`src/inc/dtc_pkg.sv`:
```
// package: constants and types for the dual timer/counter block
package dtc_pkg;

    // ********************************************
    // register map (printed index, byte = 4*index)
    // ********************************************
    localparam logic [7:0] IDX_TIMER_CONTROL = 8'h88;
    localparam logic [7:0] IDX_TIMER_MODE = 8'h89;
    localparam logic [7:0] IDX_COUNT_LOW_ZERO = 8'h8A;
    localparam logic [7:0] IDX_COUNT_HIGH_ZERO = 8'h8B;
    localparam logic [7:0] IDX_COUNT_LOW_ONE = 8'h8C;
    localparam logic [7:0] IDX_COUNT_HIGH_ONE = 8'h8D;
    localparam logic [7:0] IDX_SLEEP_CTRL = 8'h8E;

    // ********************************************
    // field positions
    // ********************************************
    localparam int CTL_RUN_ZERO = 4;
    localparam int CTL_OVF_ZERO = 5;
    localparam int CTL_RUN_ONE = 6;
    localparam int CTL_OVF_ONE = 7;
    localparam int MOD_MODE0_LSB = 0;
    localparam int MOD_SRC0 = 2;
    localparam int MOD_GATE0 = 3;
    localparam int MOD_MODE1_LSB = 4;
    localparam int MOD_SRC1 = 6;
    localparam int MOD_GATE1 = 7;
    localparam int SLP_SOFT = 0;
    localparam int SLP_HARD = 1;

    // ********************************************
    // reset values and timing
    // ********************************************
    localparam logic [7:0] RST_BYTE = 8'h00;
    localparam int OSC_PERIOD_NS = 10;
    localparam int MC_PERIOD_NS = 120;
    localparam int OSC_PER_MC = MC_PERIOD_NS / OSC_PERIOD_NS;
    localparam logic [3:0] PHASE_LAST = 4'(OSC_PER_MC - 1);
    localparam logic [3:0] PHASE_S3 = 4'h4;
    localparam logic [3:0] PHASE_S5 = 4'h8;

    typedef enum logic [1:0] {
        MODE_13BIT,
        MODE_16BIT,
        MODE_RELOAD,
        MODE_SPLIT
    } dtc_mode_e;

    typedef struct packed {
        logic [7:0] lo;
        logic [7:0] hi;
        logic carry;
    } dtc_cnt_s;

    typedef struct packed {
        logic [1:0] count_pin;
        logic [1:0] gate_pin;
    } dtc_pins_s;

endpackage

```
`src/verilog/dtc_top.sv`:
```
// dual timer/counter with AHB-Lite register access
//
// Local design decision: the AHB-Lite register port.
`timescale 1ns/1ns
`default_nettype none
module dtc_top
    import dtc_pkg::*;
(
    input wire logic hclk,
    input wire logic hresetn,
    input wire logic hsel,
    input wire logic [31:0] haddr,
    input wire logic [1:0] htrans,
    input wire logic hwrite,
    input wire logic [2:0] hsize,
    input wire logic [31:0] hwdata,
    input wire logic hready,
    output logic hreadyout,
    output logic hresp,
    output logic [31:0] hrdata,
    input wire dtc_pins_s pins,
    output logic serial_clk_tick,
    output logic wake_pulse
);

    // ********************************************
    // bus slave
    // ********************************************
    logic wr_pend_q;
    logic rd_pend_q;
    logic [7:0] addr_q;
    logic addr_ok_q;
    logic take;
    logic [7:0] ctl_q;
    logic [7:0] mod_q;
    logic [7:0] lo0_q;
    logic [7:0] hi0_q;
    logic [7:0] lo1_q;
    logic [7:0] hi1_q;
    logic [1:0] slp_q;
    logic [7:0] rd_mux;
    logic [7:0] wd;
    logic wr_ctl;
    logic wr_mod;
    logic wr_lo0;
    logic wr_hi0;
    logic wr_lo1;
    logic wr_hi1;
    logic wr_slp;

    // hsize is not checked: only whole-word transfers are expected
    assign take = hsel && htrans[1] && hready;
    assign wd = hwdata[7:0];

    always_ff @(posedge hclk or negedge hresetn) begin
        if (!hresetn) begin
            wr_pend_q <= 1'b0;
            rd_pend_q <= 1'b0;
            addr_q <= 8'h00;
            addr_ok_q <= 1'b0;
        end else begin
            wr_pend_q <= take && hwrite;
            rd_pend_q <= take && !hwrite;
            if (take) begin
                addr_q <= haddr[9:2];
                addr_ok_q <= (haddr[31:10] == 22'h000000);
            end
        end
    end

    // reads take one wait state so a write just before is visible
    always_ff @(posedge hclk or negedge hresetn) begin
        if (!hresetn) begin
            hreadyout <= 1'b1;
            hrdata <= 32'h00000000;
            hresp <= 1'b0;
        end else begin
            hresp <= 1'b0;
            if (take && !hwrite) begin
                hreadyout <= 1'b0;
            end else if (rd_pend_q) begin
                hreadyout <= 1'b1;
                hrdata <= {24'h000000, rd_mux};
            end
        end
    end

    always_comb begin
        rd_mux = 8'h00;
        if (addr_ok_q) begin
            case (addr_q)
                IDX_TIMER_CONTROL: rd_mux = ctl_q;
                IDX_TIMER_MODE: rd_mux = mod_q;
                IDX_COUNT_LOW_ZERO: rd_mux = lo0_q;
                IDX_COUNT_HIGH_ZERO: rd_mux = hi0_q;
                IDX_COUNT_LOW_ONE: rd_mux = lo1_q;
                IDX_COUNT_HIGH_ONE: rd_mux = hi1_q;
                IDX_SLEEP_CTRL: rd_mux = {6'h00, slp_q};
                default: rd_mux = 8'h00;
            endcase
        end
    end

    function automatic logic wr_hit(input logic [7:0] idx);
        wr_hit = wr_pend_q && addr_ok_q && (addr_q == idx);
    endfunction

    assign wr_ctl = wr_hit(IDX_TIMER_CONTROL);
    assign wr_mod = wr_hit(IDX_TIMER_MODE);
    assign wr_lo0 = wr_hit(IDX_COUNT_LOW_ZERO);
    assign wr_hi0 = wr_hit(IDX_COUNT_HIGH_ZERO);
    assign wr_lo1 = wr_hit(IDX_COUNT_LOW_ONE);
    assign wr_hi1 = wr_hit(IDX_COUNT_HIGH_ONE);
    assign wr_slp = wr_hit(IDX_SLEEP_CTRL);

    // ********************************************
    // machine cycle phases
    // ********************************************
    logic [3:0] phase_q;
    logic asleep;
    logic phase_three;
    logic phase_five;

    assign asleep = slp_q[SLP_SOFT] || slp_q[SLP_HARD];

    // the oscillator is stopped in sleep, so the phase counter freezes
    always_ff @(posedge hclk or negedge hresetn) begin
        if (!hresetn) begin
            phase_q <= 4'h0;
        end else if (!asleep) begin
            phase_q <= (phase_q == PHASE_LAST) ? 4'h0 : phase_q + 4'h1;
        end
    end

    assign phase_three = !asleep && (phase_q == PHASE_S3);
    assign phase_five = !asleep && (phase_q == PHASE_S5);

    // ********************************************
    // external count detectors
    // ********************************************
    logic [1:0] pin_prev_q;
    logic [1:0] edge_latch_q;
    logic [1:0] sync_latch_q;
    logic [1:0] pin_fall;
    logic [1:0] ext_tick;

    assign pin_fall = pin_prev_q & ~pins.count_pin;

    // pins are taken as synchronous; each falling edge is caught once
    always_ff @(posedge hclk or negedge hresetn) begin
        if (!hresetn) begin
            pin_prev_q <= 2'b11;
        end else begin
            pin_prev_q <= pins.count_pin;
        end
    end

    // a fresh edge wins over the clear by the count pulse
    always_ff @(posedge hclk or negedge hresetn) begin
        if (!hresetn) begin
            edge_latch_q <= 2'b00;
            sync_latch_q <= 2'b00;
        end else begin
            edge_latch_q <= (edge_latch_q & ~(sync_latch_q &
                {2{phase_three}})) | pin_fall;
            if (phase_five) begin
                sync_latch_q <= edge_latch_q;
            end
        end
    end

    // slow pin phases are needed to not miss edges
    assign ext_tick = asleep ? pin_fall
        : (sync_latch_q & {2{phase_three}});

    // ********************************************
    // counting
    // ********************************************
    function automatic dtc_cnt_s step(input logic [7:0] lo,
                                      input logic [7:0] hi,
                                      input dtc_mode_e md);
        dtc_cnt_s r;
        logic [13:0] s13;
        logic [16:0] s16;
        logic [8:0] s8;
        r.lo = lo;
        r.hi = hi;
        r.carry = 1'b0;
        s13 = {1'b0, hi, lo[4:0]} + 14'h0001;
        s16 = {1'b0, hi, lo} + 17'h00001;
        s8 = {1'b0, lo} + 9'h001;
        case (md)
            MODE_13BIT: begin
                r.lo = {lo[7:5], s13[4:0]};
                r.hi = s13[12:5];
                r.carry = s13[13];
            end
            MODE_16BIT: begin
                r.lo = s16[7:0];
                r.hi = s16[15:8];
                r.carry = s16[16];
            end
            MODE_RELOAD: begin
                r.lo = s8[8] ? hi : s8[7:0];
                r.carry = s8[8];
            end
            MODE_SPLIT: begin
                r.lo = s8[7:0];
                r.carry = s8[8];
            end
            default: r = {lo, hi, 1'b0};
        endcase
        return r;
    endfunction

    dtc_mode_e md0;
    dtc_mode_e md1;
    dtc_cnt_s st0;
    dtc_cnt_s st1;
    logic run0;
    logic run1;
    logic inc0;
    logic inc1;
    logic inc_hi0;
    logic car0;
    logic car1;
    logic car_hi0;
    logic [8:0] hi0_sum;

    assign md0 = dtc_mode_e'(mod_q[MOD_MODE0_LSB +: 2]);
    assign md1 = dtc_mode_e'(mod_q[MOD_MODE1_LSB +: 2]);

    assign run0 = ctl_q[CTL_RUN_ZERO] && (!mod_q[MOD_GATE0]
        || pins.gate_pin[0]);
    assign run1 = ctl_q[CTL_RUN_ONE] && (!mod_q[MOD_GATE1]
        || pins.gate_pin[1]);

    assign inc0 = run0 && (mod_q[MOD_SRC0] ? ext_tick[0]
        : phase_three);
    assign inc1 = run1 && (md1 != MODE_SPLIT) && (mod_q[MOD_SRC1]
        ? ext_tick[1] : phase_three);

    // split high byte runs on the internal clock under run one only
    assign inc_hi0 = (md0 == MODE_SPLIT) && ctl_q[CTL_RUN_ONE]
        && phase_three;
    assign hi0_sum = {1'b0, hi0_q} + 9'h001;

    assign st0 = step(lo0_q, hi0_q, md0);
    assign st1 = step(lo1_q, hi1_q, md1);
    assign car0 = inc0 && st0.carry;
    assign car1 = inc1 && st1.carry;
    assign car_hi0 = inc_hi0 && hi0_sum[8];

    // timer zero bytes; a bus write beats the increment
    always_ff @(posedge hclk or negedge hresetn) begin
        if (!hresetn) begin
            lo0_q <= RST_BYTE;
            hi0_q <= RST_BYTE;
        end else begin
            if (wr_lo0) begin
                lo0_q <= wd;
            end else if (inc0) begin
                lo0_q <= st0.lo;
            end
            if (wr_hi0) begin
                hi0_q <= wd;
            end else if (inc_hi0) begin
                hi0_q <= hi0_sum[7:0];
            end else if (inc0 && md0 != MODE_SPLIT) begin
                hi0_q <= st0.hi;
            end
        end
    end

    // timer one bytes, independent of timer zero
    always_ff @(posedge hclk or negedge hresetn) begin
        if (!hresetn) begin
            lo1_q <= RST_BYTE;
            hi1_q <= RST_BYTE;
        end else begin
            if (wr_lo1) begin
                lo1_q <= wd;
            end else if (inc1) begin
                lo1_q <= st1.lo;
            end
            if (wr_hi1) begin
                hi1_q <= wd;
            end else if (inc1) begin
                hi1_q <= st1.hi;
            end
        end
    end

    // ********************************************
    // control, mode and sleep registers
    // ********************************************
    // hardware set of a flag wins over a same-cycle software clear
    always_ff @(posedge hclk or negedge hresetn) begin
        if (!hresetn) begin
            ctl_q <= RST_BYTE;
        end else begin
            if (wr_ctl) begin
                ctl_q <= wd;
            end
            if (car0) begin
                ctl_q[CTL_OVF_ZERO] <= 1'b1;
            end
            if (car1 || car_hi0) begin
                ctl_q[CTL_OVF_ONE] <= 1'b1;
            end
        end
    end

    always_ff @(posedge hclk or negedge hresetn) begin
        if (!hresetn) begin
            mod_q <= RST_BYTE;
        end else if (wr_mod) begin
            mod_q <= wd;
        end
    end

    logic wake;

    assign wake = asleep && ((car0 && mod_q[MOD_SRC0])
        || (car1 && mod_q[MOD_SRC1]));

    // wake-up clears both sleep bits and overrides a same-cycle write
    always_ff @(posedge hclk or negedge hresetn) begin
        if (!hresetn) begin
            slp_q <= 2'b00;
            wake_pulse <= 1'b0;
        end else begin
            wake_pulse <= wake;
            if (wake) begin
                slp_q <= 2'b00;
            end else if (wr_slp) begin
                slp_q <= wd[1:0];
            end
        end
    end

    // ********************************************
    // serial clock output
    // ********************************************
    always_ff @(posedge hclk or negedge hresetn) begin
        if (!hresetn) begin
            serial_clk_tick <= 1'b0;
        end else begin
            serial_clk_tick <= car1;
        end
    end

endmodule
`default_nettype wire

```
`config.mk`:
```
export PLATFORM = sky130hd
export DESIGN_NAME = dtc_top
export DESIGN_NICKNAME = d
export VERILOG_FILES = /design/src/inc/dtc_pkg.sv /design/src/verilog/dtc_top.sv
export SDC_FILE = /design/constraint.sdc
export NUM_CORES = 1
export LEC_CHECK = 0
export BUFFER_PORTS_ARGS = -buffer_cell sky130_fd_sc_hd__clkbuf_2
export CORE_AREA = 8 8 105 107
export DETAILED_ROUTE_END_ITERATION = 16
export DIE_AREA = 0 0 113 115
export PLACE_DENSITY = 0.79
export SLEW_MARGIN = 20
export SYNTH_ARGS = -nofsm -noshare
export SYNTH_HDL_FRONTEND = slang
export SYNTH_SLANG_ARGS = --single-unit
```
`constraint.sdc`:
```
create_clock -name hclk -period 2.9 [get_ports hclk]
set_clock_uncertainty 0.05 [all_clocks]
set_input_delay 0.435 -clock hclk [delete_from_list [all_inputs] [get_ports hclk]]
set_output_delay 0.435 -clock hclk [all_outputs]
set_load 0.1 [all_outputs]
```
==> results.py <==
metrics = {
    "timing": {
        "fin_crit_sh_pct": 83.7,
        "setup_ws_ps": 474,
        "max-slew-margin-rel_pct": 34.6,
        "finalSetupViolations": 0,
        "max_freq_ghz": 0.412,
        "final.min_clock_period_ps": 2430,
        "slew_viol_final": 0,
        "rsz0062_at_grt": "false",
        "hold_viol": 0,
        "tns_ps": 0,
        "worst_slew_pin_slew_ps": 981,
    },
    "worst_setup_path": {
        "path_max_fanout": 9,
        "cp-start-kind": "register",
        "worstPathArrival_ps": 2620,
        "worstPathRequired_ps": 3090,
        "criticalPathCategory": "register to register",
        "endpoint_kind": "register",
    },
    "power": {
        "leakage_nw": 2.47,
        "power_density_mw_per_mm2": 470,
        "peakVddDrop_mv": 0.356,
    },
    "synthesis": {
        "syn_inst": 534,
        "synth_xor_area_share_pct": 3.85,
        "synth_edf_count": 0,
        "avgSynthCellArea_um2": 9.37,
        "synth_top_family_by_area": "simple AND/OR/NAND/NOR gates",
        "synth-compound-area-share_pct": 15.9,
        "syn_area_mm2": 0.00500,
        "synth_fa_ha_area_share_pct": 1.25,
        "ys_types": 60,
        "synth-seq-cells": 82,
        "ys_warn_count": 0,
        "yosys.area_share.simple_pct": 20.3,
        "synthArstFlopShare_pct": 100,
        "ys.flop_type": "dfrtp_1",
        "seq_area_frac_synth_pct": 41.1,
        "synthMuxAreaShare_pct": 11.1,
    },
    "finish": {
        "diodes": 0,
        "layout.nets": 675,
        "fin_cells": 710,
        "drive_gt1_share_pct": 23.0,
        "areaGrowthSynthToFinish_pct": 11.6,
    },
    "floorplan": {
        "core.rowCount": 36,
        "initial_utilization_pct": 52.9,
        "die_h_um": 115,
        "core_area_mm2": 0.00946,
        "pin_count": 114,
        "fp.dieArea_mm2": 0.0130,
        "fp.dieW_um": 113,
    },
    "cts": {
        "cts_tree": "yes",
        "cts_buffers": 9,
        "worstSkewPairLatency_ps": 360,
        "cts_setup_buffers": 0,
        "cts-root-buf": "clkbuf_8",
        "ctsHoldBuffers": 0,
        "ctsLongestPathBuffers": 2,
        "ctsResizeCount": 0,
        "htreeDepth": 3,
        "clkSlewWorstSetupHoldPaths_ps": 90,
        "clkSinkCount": 82,
    },
    "global_route": {
        "grt_remaining_overflow": 0,
        "grt_max_degree": 83,
        "grt_pass1_wl_um": 21700,
        "antenna_found_initial": 0,
        "grt_use_total_pct": 21.2,
        "grt_pass1_vias": 4200,
    },
    "status": {
        "status": "completed",
    },
    "detailed_routing": {
        "avgViaCountPerCell": 6.10,
        "vias": 4331,
        "route.antenna.remaining_nets": 0,
        "drc_errors": 0,
        "first_pass_iters": 4,
        "wl_per_cell_um": 19.0,
        "drt_iter0_markers": 318,
        "drt_wl_total_um": 13500,
    },
    "placement": {
        "hpwl_um": 10000,
        "io_buffer_count": 58,
        "dp.cells": 695,
        "preCtsSetupSlack_ps": 538,
        "gp_congestion": 0.935,
    },
    "flow_run": {
        "maxCapViolCount": 0,
    },
    "min_path": {
        "min_path_type": "input pin to async pin",
    },
}
## metal layers
layer | vias to the layer above | track usage, % | routed length [um]
met5 | - | 0 | 0
met4 | 0 | 9.06 | 480
met3 | 42 | 5.36 | 1100
met2 | 206 | 34.1 | 6580
met1 | 2075 | 26.6 | 5290
li1 | 2008 | - | -
## through the flow
step                      instance area [um^2]  utilization [%]  hold WS (ps)  power [mW]
after global routing                      5590             59.0          93.6        2.72
after global placement                    5340             56.5           406        1.63
after detailed placement                  5340             56.5           415        1.64
after floorplan                           5090                -          89.4        1.56
final                                     5590             59.0          46.5        2.63
after CTS                                 5580             59.0           112        2.63
## logic make-up (layout without fill, tap and decap cells)
| logic type | count (synthesis) | after routing |
|---|---|---|
| adder cells (fa/ha/maj) | 5 | 5 |
| XOR/XNOR | 22 | 22 |
| AND/OR/NAND/NOR | 195 | 195 |
| AO/OA/AOI/OAI | 124 | 124 |
| other | 1 | 25 |
| multiplexers | 48 | 48 |
| buffers and inverters | 57 | 95 |
| flip-flops | 82 | 82 |
## flip-flops by register name, indices dropped and copies added (netlist names), 4 cells and up
signal	flops
addr_q	8
lo1_q	8
hi1_q	8
hrdata	8
mod_q	8
ctl_q	8
lo0_q	8
phase_q	4
hi0_q	8
## where the power goes
group | total [mW] | switching, mW | internal (mW)
registers | 1.24 | 0.0624 | 1.18
logic | 0.377 | 0.276 | 0.101
clock network | 1.01 | 0.436 | 0.572
total | 2.63 | 0.774 | 1.85
## cells in the final DEF, fill, tap and decap left out, drive strengths merged, types with 10 or more instances in the layout
| master | count |
|---|---|
| inv | 11 |
| mux2i | 14 |
| xnor2 | 12 |
| buf | 13 |
| mux2 | 31 |
| dfrtp | 79 |
| nand4 | 10 |
| xor2 | 10 |
| nor2b | 11 |
| conb | 25 |
| o21ai | 47 |
| a21oi | 25 |
| nand2 | 60 |
| a22o | 11 |
| nor2 | 40 |
| clkbuf | 66 |
| nor3 | 12 |
| nand3 | 17 |
## path summary, 6_finish.rpt
check / startpoint / endpoint / slack (ps) / cells past startpoint
setup reg to reg: slp_q[1] / lo0_q[0] / 470 / 6
setup / recovery: slp_q[1] / lo0_q[0] / 470 / 6
hold reg to reg: edge_latch_q[0] / edge_latch_q[0] / 430 / 1
max in group asynchronous: hresetn / phase_q[3] / 2220 / 1
hold / removal: hresetn / hi1_q[7] / 50 / 1
min in group hclk: pins[2] / pin_prev_q[0] / 120 / 1
## Yosys cell counts, types with 6 or more instances
| master | instances | area [um^2] |
|---|---|---|
| o21ai_0 | 45 | 225 |
| o211ai_1 | 6 | 45.0 |
| clkbuf_1 | 11 | 41.3 |
| buf_4 | 26 | 195 |
| xor2_1 | 10 | 87.6 |
| nand3_1 | 17 | 85.1 |
| nor2_1 | 40 | 150 |
| a22o_1 | 11 | 96.3 |
| nand2_1 | 60 | 225 |
| nor3_1 | 9 | 45.0 |
| nor4_1 | 7 | 43.8 |
| nor2b_1 | 11 | 68.8 |
| mux2_2 | 31 | 349 |
| nand4_1 | 10 | 62.6 |
| and4_1 | 8 | 70.1 |
| xnor2_1 | 12 | 105 |
| mux2i_1 | 14 | 140 |
| buf_2 | 7 | 35.0 |
| a22oi_1 | 6 | 45.0 |
| a21oi_1 | 25 | 125 |
| dfrtp_1 | 79 | 1980 |
| inv_1 | 10 | 37.5 |
## area by class of cell
class,count,area (um^2)
fill,840,3870
clock buffer,9,124
timing repair buffer,70,387
tap,114,143
clock inverter,6,115
multi-input combinational,419,2720
inverter,10,37.5
sequential,82,2060
## worst max-delay path, stage by stage, from the launching register on
cell and delay, ps:
dfrtp_1 420, or3_4 430, nor3_2 380, o211a_1 410
mux2_2 380, a31oi_1 130, o21ai_0 90
Note: power is estimated with default switching activity, not from simulation.
